<file path="src/verilog/dsp_pkg.sv">
// constants for the digital io sync port
package dsp_pkg;
    localparam int DATA_W = 32;
    localparam int ADDR_W = 12;
    // register byte offsets
    localparam logic [11:0] OFS_INPUT = 12'h000;
    localparam logic [11:0] OFS_OUTPUT = 12'h004;
    localparam logic [11:0] OFS_OUT_EN = 12'h008;
    localparam logic [11:0] OFS_SYNC_SEL = 12'h00c;
    localparam logic [11:0] OFS_PULL = 12'h010;
    localparam logic [11:0] OFS_MASTER = 12'h014;
    localparam logic [11:0] OFS_STATUS = 12'h018;
    // field positions
    localparam int SEL_AUX_BIT = 0;
    localparam int SEL_CONV_BIT = 1;
    localparam int SEL_START_BIT = 2;
    localparam int PULL_AUX_BIT = 0;
    localparam int PULL_CONV_BIT = 1;
    localparam int PULL_START_BIT = 2;
    localparam int MST_RUN_BIT = 0;
    localparam int MST_PULSE_BIT = 1;
    localparam int ST_STARTED_BIT = 0;
    localparam int ST_AUX_BIT = 1;
    localparam int LINE_AUX = 13;
    localparam int LINE_CONV = 14;
    localparam int LINE_START = 15;
    // reset values and synchroniser depth
    localparam logic [15:0] OUTPUT_RST = 16'h0000;
    localparam logic [2:0] SEL_RST = 3'h0;
    localparam logic [2:0] PULL_RST = 3'h0;
    localparam logic [31:0] PERIOD_RST = 32'h0000_0032;
    localparam int SYNC_STAGES = 2;
endpackage

</file>
<file path="src/verilog/dsp_port.sv">
// digital io port with sync inputs and master outputs, apb registers
//
// Operation
// input lines 1..16 form one word, line 1 the lsb
// lines 14, 15, 16 each selectable as digital or sync input
// software enables 1k pull-up on the auxiliary sync input
// software enables 360 ohm pull-down on conversion and start inputs
// line 15 in sync mode takes the conversion pulse from a neighbour
// line 16 in sync mode is an active-high start from a neighbour
// sixteen output lines as one word, low and high byte
// each output byte enabled or high impedance independently
// outputs high impedance after power-up unless strapped active
// conversion pulse output carries this module's conversion timing
// start output is active-high start for adjacent module
// software configures sync modes, starts master after the slaves
// software enables pull-downs on last slave of a chain
// no more than two slaves per chain
// a slave can also drive its own start and pulse outputs
// slave starts after start high, one conversion per pulse
// every asynchronous input passes two flip-flops before use
//
// Local design decisions: the address map and register access over APB.
`timescale 1ns/1ps
module dsp_port
    import dsp_pkg::*;
#(
    parameter int PULSE_W = 1
) (
    input wire logic pclk,
    input wire logic presetn,
    input wire logic psel,
    input wire logic penable,
    input wire logic pwrite,
    input wire logic [dsp_pkg::ADDR_W-1:0] paddr,
    input wire logic [dsp_pkg::DATA_W-1:0] pwdata,
    output logic [dsp_pkg::DATA_W-1:0] prdata,
    output logic pready,
    output logic pslverr,
    input wire logic [15:0] digital_input_pins,
    input wire logic strap_low_active,
    input wire logic strap_high_active,
    output logic [15:0] digital_output_word,
    output logic [1:0] digital_output_oe,
    output logic aux_sync_pullup_en,
    output logic conversion_pulse_pulldown_en,
    output logic start_pulldown_en,
    output logic conversion_pulse_output,
    output logic start_output,
    output logic conversion_strobe
);
    import dsp_pkg::*;

    logic [15:0] pins_s;
    logic [15:0] digital_input_word;
    logic [15:0] out_q;
    logic [1:0] oe_q;
    logic [2:0] sel_q;
    logic [2:0] pull_q;
    logic run_q;
    logic [31:0] period_q;
    logic [31:0] cnt_q;
    logic tick;
    logic [7:0] pw_q;
    logic conversion_pulse_output_q;
    logic start_out_q;
    logic conv_prev_q;
    logic slave_started_q;
    logic strobe_q;
    logic [1:0] strap_meta_q;
    logic [1:0] strap_q;
    logic strap_done_q;
    logic [1:0] strap_age_q;
    logic wr_en;
    logic rd_en;
    logic hit;
    logic [31:0] rdata_d;
    logic conversion_pulse_input;
    logic start_in;
    logic conv_edge;

    // pin synchroniser
    dsp_sync #(.W(16)) u_sync (
        .pclk(pclk),
        .presetn(presetn),
        .async_in(digital_input_pins),
        .sync_out(pins_s)
    );

    // input word, line 1 at bit 0
    assign digital_input_word = pins_s;
    // sync functions read synchronised lines only when selected
    assign conversion_pulse_input = sel_q[SEL_CONV_BIT] & pins_s[LINE_CONV];
    assign start_in = sel_q[SEL_START_BIT] & pins_s[LINE_START];
    assign conv_edge = conversion_pulse_input & ~conv_prev_q;

    // apb decode: zero wait states, unmapped addresses raise pslverr
    assign wr_en = psel & penable & pwrite;
    assign rd_en = psel & ~penable & ~pwrite;
    always_comb
    begin
        hit = 1'b1;
        rdata_d = 32'h0000_0000;
        case (paddr)
            OFS_INPUT:
            begin
                // lines in sync mode read as zero in the word
                rdata_d[15:0] = digital_input_word & ~{sel_q, 13'h0000};
            end
            OFS_OUTPUT: rdata_d[15:0] = out_q;
            OFS_OUT_EN: rdata_d[1:0] = oe_q;
            OFS_SYNC_SEL: rdata_d[2:0] = sel_q;
            OFS_PULL: rdata_d[2:0] = pull_q;
            OFS_MASTER: rdata_d = {period_q[30:0], run_q};
            OFS_STATUS:
            begin
                rdata_d[ST_STARTED_BIT] = slave_started_q;
                rdata_d[ST_AUX_BIT] = sel_q[SEL_AUX_BIT] & pins_s[LINE_AUX];
            end
            default: hit = 1'b0;
        endcase
    end

    // read data captured in setup, held through access
    always_ff @(posedge pclk or negedge presetn)
    begin
        if (!presetn)
        begin
            prdata <= 32'h0000_0000;
            pready <= 1'b0;
            pslverr <= 1'b0;
        end
        else
        begin
            if (rd_en)
            begin
                prdata <= rdata_d;
            end
            pready <= psel & ~penable;
            pslverr <= psel & ~penable & ~hit;
        end
    end

    // output word and configuration registers
    always_ff @(posedge pclk or negedge presetn)
    begin
        if (!presetn)
        begin
            out_q <= OUTPUT_RST;
            sel_q <= SEL_RST;
            pull_q <= PULL_RST;
            run_q <= 1'b0;
            period_q <= PERIOD_RST;
        end
        else if (wr_en && pready == 1'b1)
        begin
            case (paddr)
                OFS_OUTPUT: out_q <= pwdata[15:0];
                OFS_SYNC_SEL: sel_q <= pwdata[2:0];
                OFS_PULL: pull_q <= pwdata[2:0];
                OFS_MASTER:
                begin
                    run_q <= pwdata[MST_RUN_BIT];
                    period_q <= {1'b0, pwdata[31:1]};
                end
                default: ;
            endcase
        end
    end

    // straps caught by clock after reset release, never by the reset itself
    always_ff @(posedge pclk or negedge presetn)
    begin
        if (!presetn)
        begin
            strap_meta_q <= 2'h0;
            strap_q <= 2'h0;
        end
        else
        begin
            strap_meta_q <= {strap_high_active, strap_low_active};
            strap_q <= strap_meta_q;
        end
    end

    // per-byte output enable, high-z until strap or software
    always_ff @(posedge pclk or negedge presetn)
    begin
        if (!presetn)
        begin
            oe_q <= 2'h0;
            strap_done_q <= 1'b0;
            strap_age_q <= 2'h0;
        end
        else if (!strap_done_q)
        begin
            // age shifts in ones; only the second stage is read, never the first
            strap_age_q <= {strap_age_q[0], 1'b1};
            if (strap_age_q[1])
            begin
                oe_q <= strap_q;
                strap_done_q <= 1'b1;
            end
        end
        else if (wr_en && pready && paddr == OFS_OUT_EN)
        begin
            oe_q <= pwdata[1:0];
        end
    end

    // master timing: period counter makes this module's conversion tick
    assign tick = run_q && (cnt_q >= period_q);
    always_ff @(posedge pclk or negedge presetn)
    begin
        if (!presetn)
        begin
            cnt_q <= 32'h0000_0000;
        end
        else if (!run_q || tick)
        begin
            cnt_q <= 32'h0000_0000;
        end
        else
        begin
            cnt_q <= cnt_q + 32'h0000_0001;
        end
    end

    // slave waits for start high, then one strobe per conversion pulse
    always_ff @(posedge pclk or negedge presetn)
    begin
        if (!presetn)
        begin
            conv_prev_q <= 1'b0;
            slave_started_q <= 1'b0;
            strobe_q <= 1'b0;
        end
        else
        begin
            conv_prev_q <= conversion_pulse_input;
            if (!sel_q[SEL_START_BIT])
            begin
                slave_started_q <= 1'b0;
            end
            else if (start_in)
            begin
                slave_started_q <= 1'b1;
            end
            // slave follows received pulses; otherwise the local master tick
            if (sel_q[SEL_CONV_BIT])
            begin
                strobe_q <= conv_edge & (slave_started_q | ~sel_q[SEL_START_BIT]);
            end
            else
            begin
                strobe_q <= tick;
            end
        end
    end

    // outputs driven also when a slave, the pulse output then relaying received pulses
    always_ff @(posedge pclk or negedge presetn)
    begin
        if (!presetn)
        begin
            pw_q <= 8'h00;
            conversion_pulse_output_q <= 1'b0;
            start_out_q <= 1'b0;
        end
        else
        begin
            start_out_q <= run_q | slave_started_q;
            if (strobe_q)
            begin
                pw_q <= 8'(PULSE_W);
                conversion_pulse_output_q <= 1'b1;
            end
            else if (pw_q > 8'h01)
            begin
                pw_q <= pw_q - 8'h01;
            end
            else
            begin
                pw_q <= 8'h00;
                conversion_pulse_output_q <= 1'b0;
            end
        end
    end

    // pin-facing outputs registered
    always_ff @(posedge pclk or negedge presetn)
    begin
        if (!presetn)
        begin
            digital_output_word <= OUTPUT_RST;
            digital_output_oe <= 2'h0;
            aux_sync_pullup_en <= 1'b0;
            conversion_pulse_pulldown_en <= 1'b0;
            start_pulldown_en <= 1'b0;
            conversion_pulse_output <= 1'b0;
            start_output <= 1'b0;
            conversion_strobe <= 1'b0;
        end
        else
        begin
            digital_output_word <= out_q;
            digital_output_oe <= oe_q;
            // pull-up enable
            aux_sync_pullup_en <= pull_q[PULL_AUX_BIT];
            // pull-down enables
            conversion_pulse_pulldown_en <= pull_q[PULL_CONV_BIT];
            start_pulldown_en <= pull_q[PULL_START_BIT];
            conversion_pulse_output <= conversion_pulse_output_q;
            start_output <= start_out_q;
            conversion_strobe <= strobe_q;
        end
    end

    // a pin edge reaches the word no sooner than two edges later
    chk_sync_depth: assert property (@(posedge pclk) disable iff (!presetn)
        digital_input_word == $past(digital_input_pins, 2) || $past(!presetn, 2))
        else $error("input word not two stages behind pins");

    // no strobe before start seen in slave start mode
    chk_slave_gate: assert property (@(posedge pclk) disable iff (!presetn)
        (sel_q == 3'h6 && !slave_started_q && $stable(sel_q)) |=> !strobe_q)
        else $error("strobe before start");

    // one strobe per received pulse edge
    chk_pulse_strobe: assert property (@(posedge pclk) disable iff (!presetn)
        (conv_edge && sel_q[SEL_CONV_BIT] && !sel_q[SEL_START_BIT]) |=> strobe_q)
        else $error("pulse lost");

    // strobe drives the conversion output two cycles later
    chk_conversion_pulse_output: assert property (@(posedge pclk) disable iff (!presetn)
        strobe_q |=> ##1 conversion_pulse_output)
        else $error("conversion output missed");

    // running master raises start output
    chk_start_out: assert property (@(posedge pclk) disable iff (!presetn)
        run_q [*3] |-> start_output)
        else $error("start output low while running");

    // output enable follows its register
    chk_oe_follow: assert property (@(posedge pclk) disable iff (!presetn)
        digital_output_oe == $past(oe_q))
        else $error("output enable mismatch");

    // high impedance until straps are caught, then the straps decide
    chk_oe_reset: assert property (@(posedge pclk) disable iff (!presetn)
        (!strap_done_q |-> oe_q == 2'h0) and
        ($rose(strap_done_q) |-> oe_q == $past(strap_q)))
        else $error("output enable after reset wrong");

    // pull enables track register one cycle on
    chk_pull_en: assert property (@(posedge pclk) disable iff (!presetn)
        $changed(pull_q) |=> {start_pulldown_en, conversion_pulse_pulldown_en,
        aux_sync_pullup_en} == $past(pull_q))
        else $error("pull enable mismatch");

    // output word registered from software value
    chk_out_word: assert property (@(posedge pclk) disable iff (!presetn)
        digital_output_word == $past(out_q))
        else $error("output word mismatch");
endmodule

</file>
<file path="src/verilog/dsp_sync.sv">
// two-stage synchroniser for a bus of asynchronous pins
`timescale 1ns/1ps
module dsp_sync #(
    parameter int W = 16
) (
    input wire logic pclk,
    input wire logic presetn,
    input wire logic [W-1:0] async_in,
    output logic [W-1:0] sync_out
);
    logic [W-1:0] meta_q;
    // first stage feeds only the second
    always_ff @(posedge pclk or negedge presetn)
    begin
        if (!presetn)
        begin
            meta_q <= '0;
            sync_out <= '0;
        end
        else
        begin
            meta_q <= async_in;
            sync_out <= meta_q;
        end
    end
endmodule

</file>
<file path="config.mk">
export PLATFORM = sky130hd
export DESIGN_NAME = dsp_port
export DESIGN_NICKNAME = d
export VERILOG_FILES = /design/src/verilog/dsp_pkg.sv /design/src/verilog/dsp_port.sv /design/src/verilog/dsp_sync.sv
export SDC_FILE = /design/constraint.sdc
export NUM_CORES = 1
export LEC_CHECK = 0
export ABC_CLOCK_PERIOD_IN_PS = 2820
export BUFFER_PORTS_ARGS = -buffer_cell sky130_fd_sc_hd__buf_2
export CORE_MARGIN = 5
export CORE_UTILIZATION = 35
export DETAILED_ROUTE_END_ITERATION = 6
export PLACE_DENSITY = 0.6
export RECOVER_POWER = 25
export SYNTH_ARGS = -nofsm -noshare
export SYNTH_HDL_FRONTEND = slang
export SYNTH_SLANG_ARGS = --single-unit
</file>
<file path="constraint.sdc">
create_clock -name pclk -period 2.82 [get_ports pclk]
set_input_delay 0.141 -clock pclk [delete_from_list [all_inputs] [get_ports pclk]]
set_output_delay 0.141 -clock pclk [all_outputs]
set_load 0.01 [all_outputs]
</file>
== Word-level counts from Yosys, hierarchy flattened ==
Index checks and enable logic that the tools add are counted.
Widths: inputs -> output; s select.

* Add/sub/neg operators: 2
* Magnitude comparators: 2
* Eq/ne operators: 9
* Multiplexer cells: 18
* Bitwise logic cells: 19
* Reductions and logical operators: 13

{| class="wikitable"
|+ Operators by type and width
! kind !! count
|-
| $pmux 13 s3 || 1
|-
| $eq 12x5->1 const B || 3
|-
| $add 32x1->32 const B || 1
|-
| $ge 32x31->1 || 1
|-
| $mux 32 || 1
|-
| $eq 12x4->1 const B || 2
|-
| $and 16x16->16 || 1
|-
| $mux 16 || 1
|-
| $mux 8 || 2
|-
| $not 16->16 || 1
|-
| $pmux 2 s7 || 1
|-
| $eq 12x3->1 const B || 1
|-
| $logic_not 12->1 || 1
|-
| $and 1x1->1 || 10
|-
| $reduce_and 2->1 || 5
|-
| $gt 8x1->1 const B || 1
|-
| $mux 1 || 8
|-
| $sub 8x1->8 const B || 1
|-
| $reduce_or 7->1 || 1
|-
| $mux 2 || 3
|-
| $not 1->1 || 5
|-
| $pmux 1 s5 || 1
|-
| $ne 2x1->1 const B || 2
|-
| $logic_and 1x1->1 || 3
|-
| 5 further kinds || 6
|}

* Register bits: 198
* Input port bits: 67
* Output and inout port bits: 58
* Word-level logic and storage cells: 93

== Depth between registers and ports, before layout ==
Gate-level depths: netlist of the first run.

* Depth in word-level cells: 6
* Mapped depth: 8
* Mapped depth without buffers: 7

== Modules after synthesis ==
Synthesis of the first run repeated with hierarchy kept, for this count alone.

* Cell total of the unflattened synthesis: 701
* Area total of the unflattened synthesis: 8575.7 µm²

{| class="wikitable"
|+ Modules (own cells, without submodules)
! module !! times used !! cells each !! area each (µm²) !! seq. area each (µm²)
|-
| dsp_port || 1 || 669 || 7775.0 || 4157.7
|-
| dsp_sync || 1 || 32 || 800.8 || 800.8
|}

== Least setup slack after synthesis of the first run ==
OpenSTA, ideal clock, no wires.

* Path type: register to register
* Start point: register cnt_q[11]
* End point: register cnt_q[10]
* Setup time: 125 ps
* Data arrival time: 1858 ps
* Required time: 2695 ps
* Path slack: 837 ps
* Cell stages (with the launch flop): 8
* Buffers on the path: 1
* Clock period less this slack: 1983 ps
* Cell sequence: dfrtp_1 > ha_1 > nand4_1 > a211oi_1 > a32oi_1 > a211oi_1 > buf_2 > nor3_1

* Longest elaborated chain between the ends: 4

{| class="wikitable"
|+ Ends and longest elaborated chain
! element !! line !! RTL
|-
| from (decl) || dsp_port.sv:61 || <nowiki>logic [31:0] cnt_q;</nowiki>
|-
| from (signal assigned) || dsp_port.sv:224 || <nowiki>cnt_q <= cnt_q + 32'h0000_0001;</nowiki>
|-
| $ge 32x31->1 || dsp_port.sv:211 || <nowiki>assign tick = run_q && (cnt_q >= period_q);</nowiki>
|-
| $logic_and 1x1->1 || dsp_port.sv:211 ||
|-
| $logic_or 1x1->1 || dsp_port.sv:218 || <nowiki>else if (!run_q || tick)</nowiki>
|-
| $mux 32 || dsp_port.sv:218 ||
|}

Every way passes these cells.
A chain may end at the register's enable or synchronous reset.

== Worst setup path in the final report of the first run ==
* Start point: register cnt_q[0]
* End point: register cnt_q[22]

* Longest elaborated chain between the ends: 4
* Elaborated cells on any way between the ends: 5
* Those cells by class: add/sub (1); order compare (1); mux (1); reduce/logical (2)

{| class="wikitable"
|+ Ends and longest elaborated chain
! element !! line
|-
| $ge 32x31->1 || dsp_port.sv:211
|-
| $logic_and 1x1->1 || dsp_port.sv:211
|-
| $logic_or 1x1->1 || dsp_port.sv:218
|-
| $mux 32 (*) || dsp_port.sv:218
|}

Mark *: on every way between the ends. The rest lies on a longest branch, timed or not.

==> summary.md, run 1 <==
| Metric | Value |
|---|---|
| Status | `complete, but fails checks` |
| Failing checks | `max-capacitance violations, max-slew violations` |
| Power per cell area | `roughly 560 mW/mm^2` |
| Die Ht | `between 150 and 200 um` |
| Average size of a mapped cell | `13.0 sq um` |
| Final ANT Viol Nets | `0` |
| Routed via count | `about 5700` |
| Crit path from | `cnt_q[0]` |
| Max-cap violations | `1` |
| Total chip power | `approximately 5.9 mW` |
| Met1 GRT Util | `0.201` |
| Mapped Nets | `approximately 760` |
| Largest net degree at the start of global routing | `92` |
| Effective utilization at floorplan | `0.352` |
| Max frequency | `428 MHz` |
| Critical path arrival | `around 2.7 ns` |
| Nets | `939` |
| Worst setup EP type | `flip-flop` |
| Clk_lat worst skew | `approximately 0.44 ns` |
| Met3 usage | `0.0357` |
| Hold Path Class | `input port to flip-flop` |
| Hold_buf cts | `51` |
| Period utilisation layout | `0.828` |
| Post-route cell area | `between 0.01 and 0.015 sq mm` |
| #FFs+latches synth | `~200` |
| Clock slew at reported path FFs | `around 0.07 ns` |
| Layout Skew | `between 0.01 and 0.015 ns` |
| Yosys top cell by area | `dfrtp_1` |
| CTS tree | `yes` |
| Power share of the sequential group | `0.506` |
| Clk sinks | `just under 200` |
| Final Setup Violations | `0` |
| Most Used Layer, Global Route | `met2` |
| Syn. warnings | `0` |
| Die ar. | `0.0276 sq mm` |
| Peak supply drop | `about 360 uV` |
| Slowest stage delay, CP | `0.42 ns` |
| Cell Int Power | `approximately 4.5 mW` |
| Switch share | `0.243` |
| Initial antenna violation count | `0` |
| Netlist cell types | `61` |
| Final HPWL DP | `around 13000 um` |
| TritonCTS buffer count | `17` |
| Seq/Total Area, Yosys | `0.582` |
| DR vias/cell | `4.84` |
| Fin crit period | `around 2.3 ns` |
| Post-Place Cell Area | `0.00949 sq mm` |
| Cells after Synth | `about 660` |
| I/O pin cnt | `roughly 130` |
| Ant. Diodes | `0` |
| # rows | `between 50 and 60` |
| Synth top area share | `0.573` |
| DRT Pass-1 Iters | `5` |
| Mapped Area | `roughly 0.0085 sq mm` |
| Main synth FF type | `dfrtp_1` |
| Commonest cells post-synth | `195 x dfrtp_1, 45 x inv_1, 39 x nor3_1` |
| # resized after CTS | `0` |
| Fin cells | `approximately 1200` |
| H-tree lvl count | `4` |
| Most common cell in the netlist | `dfrtp_1` |
| Slew @ Worst Pin | `between 2 and 2.5 ns` |
| Residual DRC | `0` |
| Share of layout cells above drive strength 1 | `0.277` |
| Die width | `166 um` |
| Placed Cells | `between 1000 and 1500` |
| Crit path kind | `flip-flop to flip-flop` |
| Post-CTS setup buffers | `0` |
| RSZ-0062 raised after global routing | `false` |
| Hold path startpoint | `pwdata[0]` |
| Final hold violation count | `0` |
| Core box area | `~0.024 sq mm` |
| Clock group share of total power | `0.419` |
| Vias in the first global route | `between 6000 and 7000` |
| Hold slack | `approximately 0.0093 ns` |
| Largest cells by area after synthesis | `dfrtp_1 57%, mux2_4 5.3%, ha_1 5.0%` |
| Pleak | `approximately 5.0 nW` |
| CTS root buf | `clkbuf_16` |
| Ys async rst share | `1.00` |
| Comb pwr share | `0.075` |
| DRT iter0 DRCs | `334` |
| Switch Pwr | `1.43 mW` |
| Setup_tns | `0 ns` |
| First-pass GRT wire length | `roughly 32000 um` |
| Placer congestion estimate | `between 0.7 and 0.8` |
| Req. time, crit path | `between 3 and 4 ns` |
| Startpoint types | `flip-flop` |
| Number of synthesized flops with an enable pin | `0` |
| CTS Buffer Depth | `2` |
| WL/cell | `between 15 and 20 um` |
| Slew margin rel. | `-0.359` |
| WL final | `between 15000 and 20000 um` |
| Total GRT Usage | `0.145` |
| Cell at the slowest stage of the critical path | `dfrtp_1` |
| Area Overhead vs Synth | `24.1%` |
| Max-slew violations | `just over 90` |
| Grt met2 use | `0.230` |
| Critical path cell sequence | `inv_1 > ha_1 > nand2b_1 > a2111o_1 > a32oi_1 > a211oi_2 > buf_4 > nor3_1` |
| Grt ovf | `0` |
| Port bufs | `approximately 120` |
| Max FO, Critical Path | `32` |
| Crit Reg-Reg Startpoint | `cnt_q[0]` |
layout by cell type (no fill, tap or decap), types with 8 or more instances in the layout:
cell type      count
a21oi_1           19
a221o_1           14
a22o_1            27
buf_2            123
buf_4             10
clkbuf_16         17
dfrtp_1          195
dlygate4sd3_1     51
ha_1              34
inv_1             45
mux2_2            22
mux2_4            30
nand2_1           28
nand2b_1           8
nand3_1           13
nand4_1            8
nor2_1            24
nor3_1            39
nor4_1            10
o21ai_0           13
xnor2_1           23
xor2_1            12
path summary, 6_finish.rpt:
check                      slack, ns                endpoint  depth (start not counted)
max in group asynchronous       0.67              prdata[20]                          3
min in group asynchronous       0.82  digital_output_word[8]                          2
hold / removal                 0.009                sel_q[0]                          3
hold reg to reg                 0.35              strap_q[0]                          0
setup / recovery                0.49               cnt_q[22]                          8
setup reg to reg                0.49               cnt_q[22]                          8
per-stage QoR:
stage	setup WS, ns	utilization
6_report	0.486	0.437
5_1_grt	0.176	0.437
4_1_cts	0.513	0.438
3_5_place_dp	0.546	0.393
3_3_place_gp	0.598	0.393
2_1_floorplan	0.837	-
registers in the layout, summed over array words and instances (netlist names), 3 cells and up:
name                 flops
pull_q                   3
cnt_q                   32
u_sync.meta_q           16
digital_output_word     16
sel_q                    3
prdata                  32
pw_q                     8
out_q                   16
period_q                31
u_sync.sync_out         16
kinds of logic after synthesis:
group | synth area share
muxes | 0.0935
AOI/OAI and AO/OA | 0.0852
adders and majority gates | 0.0499
and+or+nand+nor | 0.112
buffers and inverters | 0.0417
xor gates and xnor gates | 0.0360
DFF | 0.582
per-layer routing:
metal,routed length [um],part of all wire,vias up
li1,-,-,2710
met1,9400,0.48,2828
met2,9080,0.47,127
met3,817,0.042,17
met4,223,0.011,0
met5,0,0,-
worst max-delay path: cells and delay by family (launching register included):
kind | cells | cell delay (ns)
flops | 1 | 0.42
simple gates | 2 | 0.36
compound gates | 3 | 0.86
buf+inv | 2 | 0.32
fa+ha+maj | 1 | 0.26
power groups by stage:
stage                     sequential, mW  clock, mW  combinational (mW)
after floorplan                     3.03          0               0.211
after global placement              3.04          0               0.389
after detailed placement            3.04          0               0.395
after CTS                           2.98       2.53               0.452
after global routing                3.00       2.64               0.502
final                               2.98       2.47               0.443
cell type report:
class                      instances  area (sq um)
fill                            2261         13600
sequential                       198          4960
multi-input combinational        389          3210
timing repair buffer             187          1240
clock buffer                      17           425
tap                              324           405
inverter                          45           169
clock inverter                    15           166
No activity file was read; power rests on OpenSTA's default activity.
==> run 2: changes to the inputs <==
ABC_AREA = 1   (was unset)
ABC_CLOCK_PERIOD_IN_PS = 2450   (was 2820)
clock period = 2.45 ns   (was 2.82 ns; I/O delays follow)
==> run 2 against run 1 <==
- the flow still finishes with violations (max-capacitance violations, max-slew violations)
- global-route usage is 0.62 points higher
- synthesized area is 3.9% higher
- clock power is 18% higher
- critical path depth is 4 higher
==> summary.md, run 2 <==
| Metric | Value |
|---|---|
| CTS root buf | `clkbuf_16` |
| Seq/Total Area, Yosys | `0.560 (-0.0216)` |
| DR vias/cell | `4.52 (-6.5%)` |
| Adder-cell area share of the yosys netlist | `0.0481 (-0.00186)` |
| Mapped Nets | `1044 (+38%)` |
| RSZ-0062 raised after global routing | `false` |
| Placer congestion estimate | `0.883 (+15%)` |
| Cells after Synth | `943 (+43%)` |
| WL final | `20700 um (+6.1%)` |
| Largest net degree at the start of global routing | `65 (-29%)` |
| Slew @ Worst Pin | `1.64 ns (-0.401 ns)` |
| Residual DRC | `0 (unchanged)` |
| Fill cells | `2444 (+8.1%)` |
| R2r worst-path depth | `12 (+4)` |
| CTS tree | `yes` |
| Initial antenna violation count | `0 (unchanged)` |
| Clk_lat worst skew | `0.44 ns (about the same)` |
| CTS Buffer Depth | `2 (unchanged)` |
| WL/cell | `14.2 um (-15%)` |
| Worst setup EP type | `flip-flop` |
| # resized after CTS | `0 (unchanged)` |
| Port bufs | `124 (unchanged)` |
| Final hold violation count | `0 (unchanged)` |
| Pleak | `5.45 nW (+9.6%)` |
| Post-route cell area | `0.0109 sq mm (+3.4%)` |
| Largest cells by area after synthesis | `dfrtp_1 55%, nand2_1 9.7%, ha_1 4.8%` |
| Ys async rst share | `1.00 (unchanged)` |
| Hold Path Class | `input port to flip-flop` |
| H-tree lvl count | `4 (unchanged)` |
| Critical path arrival | `2.36 ns (-0.32 ns)` |
| Effective utilization at floorplan | `0.354 (+0.00104)` |
| Biggest regs | `cnt_q x32, prdata x32, period_q x31` |
| Most frequent cells in the layout | `229 x nand2_1, 195 x dfrtp_1, 122 x buf_2` |
| # rows | `58 (+1.8%)` |
| Synth top area share | `0.551 (-0.0213)` |
| Main synth FF type | `dfrtp_1` |
| TritonCTS buffer count | `17 (unchanged)` |
| Simple-gate portion of the synthesized area | `0.215 (+0.103)` |
| #FFs+latches synth | `198 (unchanged)` |
| Nets | `1220 (+30%)` |
| DRT Pass-1 Iters | `6 (+1)` |
| Vias in the first global route | `6750 (+12%)` |
| DRT iter0 DRCs | `450 (+35%)` |
| Max frequency | `489 MHz (+14%)` |
| Critical path cell sequence | `inv_1 > ha_1 > nand2_1 > nor2_1 > nand2_1 > nor2_1 > nor2_1 > nand2_1 > nand2_1 > nand3_2 > buf_4 > nor2_1` |
| Compound-gate portion of the synthesized area | `0.0809 (-0.00430)` |
| Max-slew violations | `63 (-31%)` |
| Power per cell area | `621 mW/mm^2 (+11%)` |
| Setup_tns | `0 ns (unchanged)` |
| Yosys top cell by area | `dfrtp_1` |
| Die Ht | `169 um (+1.8%)` |
| Die ar. | `0.0286 sq mm (+3.6%)` |
| Main combinational cell family by area after synthesis | `simple AND/OR/NAND/NOR gates` |
| Commonest cells post-synth | `229 x nand2_1, 195 x dfrtp_1, 106 x inv_1` |
| Final HPWL DP | `14900 um (+11%)` |
| Layout Skew | `0.0117 ns (-0.00199 ns)` |
| Grt ovf | `0 (unchanged)` |
| Peak supply drop | `374 uV (+4.1%)` |
| Number of synthesized flops with an enable pin | `0 (unchanged)` |
| Die width | `169 um (+1.8%)` |
| Crit path kind | `flip-flop to flip-flop` |
| Most common cell after layout, fill and taps aside | `nand2_1` |
| Fin crit period | `2.05 ns (-0.288 ns)` |
| Worst Hold Depth | `3 (unchanged)` |
| Xor/xnor cell area share of the yosys netlist | `0.0307 (-0.00530)` |
| Final ANT Viol Nets | `0 (unchanged)` |
| Hold_buf cts | `50 (-2.0%)` |
| Status | `complete, but fails checks` |
| Routed via count | `6610 (+16%)` |
| Period utilisation layout | `0.835 (+0.00734)` |
| Cell at the slowest stage of the critical path | `dfstp_2` |
| Failing checks | `max-capacitance violations, max-slew violations` |
| Slew margin rel. | `-0.0915 (+0.267)` |
| Max FO, Critical Path | `32 (unchanged)` |
| Average size of a mapped cell | `9.39 sq um (-28%)` |
| Clk sinks | `198 (unchanged)` |
| Max-cap violations | `1 (unchanged)` |
| Req. time, crit path | `2.76 ns (-0.41 ns)` |
| Clock slew at reported path FFs | `0.08 ns (about the same)` |
| Startpoint types | `flip-flop` |
| I/O pin cnt | `125 (unchanged)` |
| Total GRT Usage | `0.152 (+0.00623)` |
| Share of layout cells above drive strength 1 | `0.191 (-0.0865)` |
| Final Setup Violations | `0 (unchanged)` |
| Multiplexer share of the synthesized area | `0 (-0.0935)` |
| Slowest stage delay, CP | `0.53 ns (+0.11 ns)` |
| Syn. warnings | `0 (unchanged)` |
| Most common cell in the netlist | `nand2_1` |
| First-pass GRT wire length | `34800 um (+7.4%)` |
| Post-Place Cell Area | `0.00982 sq mm (+3.5%)` |
| Total chip power | `6.80 mW (+15%)` |
| Area Overhead vs Synth | `23.6%` |
| Mapped Area | `0.00885 sq mm (+3.9%)` |
| Ant. Diodes | `0 (unchanged)` |
| Netlist cell types | `45 (-26%)` |
| Post-CTS setup buffers | `0 (unchanged)` |
| Core box area | `0.0250 sq mm (+3.6%)` |
## run 2: cell types whose count changed after synthesis, moves of 22 or more
cell / previous run / this run
inv_1: 45 / 106
o21ai_1: 0 / 33
nand2_1: 28 / 229
nor2_1: 24 / 105
a22o_1: 27 / 0
nor3_1: 39 / 10
mux2_4: 30 / 0
mux2_2: 22 / 0
## run 2: cell families after synthesis
group | Yosys count
flops | 198
compound gates | 116
buf+inv | 136
xor+xnor | 31
simple gates | 428
fa+ha+maj | 34
## run 2: cell type report
| class | instances | area (sq um) | area share |
|---|---|---|---|
| Inverter | 111 | 417 | 0.0381 |
| Multi-Input combinational cell | 609 | 3320 | 0.303 |
| Timing Repair Buffer | 182 | 1200 | 0.110 |
| Sequential cell | 198 | 4960 | 0.453 |
| Clock buffer | 17 | 425 | 0.0389 |
| Tap cell | 330 | 413 | 0.0377 |
| Clock inverter | 15 | 203 | 0.0185 |
## run 2: per-layer routing
metal  GRT usage  part of all wire
met4      0.0319             0.010
met1       0.223              0.51
met5           0                 0
met2       0.228              0.42
met3      0.0374             0.055
## run 2: where the power goes
| part | switching, mW | internal (mW) | total, mW |
|---|---|---|---|
| Combinational | 0.244 | 0.206 | 0.451 |
| Clock | 1.42 | 1.49 | 2.91 |
| Sequential | 0.0656 | 3.37 | 3.44 |
| Total | 1.73 | 5.06 | 6.80 |
## run 2: stage by stage
stage	hold WS (ns)	std cells	worst slack [ns]	utilization
floorplan	-0.173	943	0.745	-
global placement	0.150	1380	0.402	0.392
detailed placement	0.148	1380	0.413	0.392
CTS	0.00429	1462	0.396	0.437
global route	0.0196	1462	0.186	0.437
finish	0.0236	1462	0.404	0.437
## run 2: path summary, 6_finish.rpt
kind                                       from         end  slack [ns]
worst max-delay path                period_q[5]    cnt_q[0]        0.40
min in group asynchronous               presetn     pw_q[4]        0.64
max in group asynchronous               presetn   pull_q[2]        0.58
worst min-delay path                  pwdata[2]    out_q[2]        0.02
worst max register to register      period_q[5]    cnt_q[0]        0.40
worst min register to register  strap_meta_q[1]  strap_q[1]        0.35
## run 2: critical path, delay by kind of cell, from the launching register on
family,cells,cell delay (ns)
fa+ha+maj,1,0.29
buf+inv,2,0.38
flops,1,0.53
simple gates,9,0.70
==> run 3: changes to the inputs <==
ABC_CLOCK_PERIOD_IN_PS = 1850   (was 2450)
PLACE_DENSITY = 0.62   (was 0.6)
clock period = 1.85 ns   (was 2.45 ns; I/O delays follow)
==> run 3 against run 2 <==
- the flow finishes with violations (negative hold slack, negative setup slack)
- clock-buffer cell count unchanged
- routed wire length grew 5.0%
- utilization is 2.2 points higher
- flip-flop and latch count did not move
- sequential share of layout area shrank 2.2 points
- hold slack lost 0.029 ns
- cell count grew 2.7%
- non-clock buffer count grew 40
- worst setup slack got worse by 0.47 ns
- maximum frequency rose by 6.9%
- critical endpoint is now cnt_q[28]
- global-route usage rose by 0.41 points
==> summary.md, run 3 (synthesized netlist as in run 2, its figures left out) <==
| Metric | Value |
|---|---|
| Placer congestion estimate | `0.875 (-0.94%)` |
| Layout Skew | `0.00965 ns (-0.00210 ns)` |
| I/O pin cnt | `125 (unchanged)` |
| Effective utilization at floorplan | `0.354 (unchanged)` |
| Period utilisation layout | `1.03 (+0.200)` |
| Final ANT Viol Nets | `0 (unchanged)` |
| Reg-to-reg endpoint | `cnt_q[28]` |
| Grt ovf | `0 (unchanged)` |
| Routed via count | `6931 (+4.9%)` |
| DRT Pass-1 Iters | `5 (-1)` |
| Final hold violation count | `1 (+1)` |
| Critical path arrival | `2.28 ns (-0.08 ns)` |
| Most frequent cells in the layout | `224 x nand2_1, 194 x dfrtp_1, 122 x buf_2` |
| Slew @ Worst Pin | `1.03 ns (-0.611 ns)` |
| DR vias/cell | `4.61 (+2.1%)` |
| Crit path from | `period_q[5]` |
| Post-route cell area | `0.0115 sq mm (+5.1%)` |
| TritonCTS buffer count | `17 (unchanged)` |
| DP Worst Slack | `-0.0153 ns (-0.429 ns)` |
| Crit path kind | `flip-flop to flip-flop` |
| # rows | `58 (unchanged)` |
| RSZ-0062 raised after global routing | `true` |
| Total GRT Usage | `0.156 (+0.00410)` |
| Core box area | `0.0250 sq mm (unchanged)` |
| Share of layout cells above drive strength 1 | `0.262 (+0.0711)` |
| Biggest regs | `cnt_q x32, prdata x32, period_q x31` |
| Vias in the first global route | `6947 (+2.9%)` |
| Crit Reg-Reg Startpoint | `period_q[5]` |
| Met1 GRT Util | `0.223 (-0.000514)` |
| Setup slack, reg-to-reg | `-0.06 ns (-0.47 ns)` |
| Final core occ | `0.459 (+0.0224)` |
| Failing checks | `negative hold slack, negative setup slack` |
| Hold path endpoint | `period_q[1]` |
| Hold path startpoint | `pwdata[2]` |
| Max FO, Critical Path | `5 (-84%)` |
| Hold slack | `-0.00556 ns (-0.0291 ns)` |
| DRT iter0 DRCs | `467 (+3.8%)` |
| Fill cells | `2344 (-4.1%)` |
| CTS tree | `yes` |
| Peak supply drop | `590 uV (+58%)` |
| Largest net degree at the start of global routing | `51 (-22%)` |
| Clock slew at reported path FFs | `0.08 ns (about the same)` |
| Most common cell after layout, fill and taps aside | `nand2_1` |
| Die ar. | `0.0286 sq mm (unchanged)` |
| Met3 usage | `0.0364 (-0.000934)` |
| Area Overhead vs Synth | `29.9%` |
| Final Setup Violations | `16 (+16)` |
| CTS Buffer Depth | `2 (unchanged)` |
| Startpoint types | `flip-flop` |
| Post-Place Cell Area | `0.0101 sq mm (+2.3%)` |
| Worst Setup Slack, final | `-0.0642 ns (-0.468 ns)` |
| Die Ht | `169 um (unchanged)` |
| Ant. Diodes | `0 (unchanged)` |
| Power per cell area | `790 mW/mm^2 (+27%)` |
| Max frequency | `522 MHz (+6.9%)` |
| Fin crit period | `1.91 ns (-0.132 ns)` |
| Nets | `1260 (+3.3%)` |
| WL final | `21700 um (+5.0%)` |
| Clk sinks | `198 (unchanged)` |
| H-tree lvl count | `4 (unchanged)` |
| Clk_lat worst skew | `0.44 ns (about the same)` |
| Status | `complete, but fails checks` |
| Max-slew violations | `0 (-100%)` |
| Worst Hold Depth | `3 (unchanged)` |
| Most Used Layer, Global Route | `met2` |
| Grt met2 use | `0.240 (+0.0117)` |
| Hold Path Class | `input port to flip-flop` |
| Max-cap violations | `0 (-1)` |
| Final HPWL DP | `15400 um (+3.1%)` |
| CTS root buf | `clkbuf_16` |
| Pleak | `5.67 nW (+4.1%)` |
| Worst setup EP type | `flip-flop` |
| First-pass GRT wire length | `35700 um (+2.6%)` |
| Die width | `169 um (unchanged)` |
| Slew margin rel. | `0.316 (+0.407)` |
| Port bufs | `124 (unchanged)` |
| R2r worst-path depth | `13 (+1)` |
| WL/cell | `14.5 um (+2.2%)` |
| Residual DRC | `0 (unchanged)` |
| Req. time, crit path | `2.22 ns (-0.54 ns)` |
| Initial antenna violation count | `0 (unchanged)` |
==> run 3: cell types whose count changed in the layout (fill, tap and decap cells not counted), sizes merged <==
cell,change
clkbuf,+1
buf,+39
clkinvlp,+1
bufinv,+1
clkinv,-6
inv,+4
==> run 3: worst max-delay path, stage by stage (launching register included) <==
cell and delay [ns]:
dfstp_2 0.54, inv_2 0.05, ha_4 0.24, a21oi_2 0.12, nor2_1 0.04, nor2_1 0.08
nand2_1 0.06, nand2_1 0.06, nand2_2 0.06, nand2_2 0.08, nand3_4 0.11, buf_12 0.17
buf_16 0.13, nor2_2 0.10
==> run 3: per-stage QoR <==
step	power [mW]	setup TNS (ns)	cells
finish	9.08	-0.427	1502
global route	9.46	-6.46	1502
CTS	9.20	-0.470	1499
detailed placement	5.18	-0.0349	1409
global placement	5.16	0	1409
floorplan	4.91	0	943
==> run 3: cell type report <==
type                            count  area, sq um  area share
Inverter                          111          417      0.0362
Clock buffer                       17          425      0.0370
Multi-Input combinational cell    609         3520       0.306
Timing Repair Buffer              222         1570       0.136
Tap cell                          330          413      0.0359
Sequential cell                   198         4960       0.431
Clock inverter                     15          200      0.0174
==> run 3: how the worst max path moves through the flow <==
stage,to
4_1_cts,cnt_q[28]
5_1_grt,cnt_q[28]
3_5_place_dp,cnt_q[19]
6_report,cnt_q[28]
2_1_floorplan,cnt_q[10]
3_3_place_gp,strobe_q
==> run 3: power breakdown <==
part / switching [mW] / total [mW] / internal, mW
clock network: 1.84 / 3.93 / 2.09
registers: 0.0849 / 4.55 / 4.46
logic: 0.331 / 0.608 / 0.277
==> run 3: routing by layer <==
layer  share of wire  wire, um
met5               0         0
met4           0.016       342
met3           0.053      1150
met2            0.45      9720
met1            0.48     10500
==> run 3: what timing repair did <==
action | 4_1_cts | 5_1_grt
resized for setup | 23 | 41
hold buffers | 50 | 0
setup buffers | 5 | 3
pin swaps | 1 | 1
endpoints found under the hold margin | 205 | 0
setup endpoints to repair | 33 | 33
cloned | 3 | 0
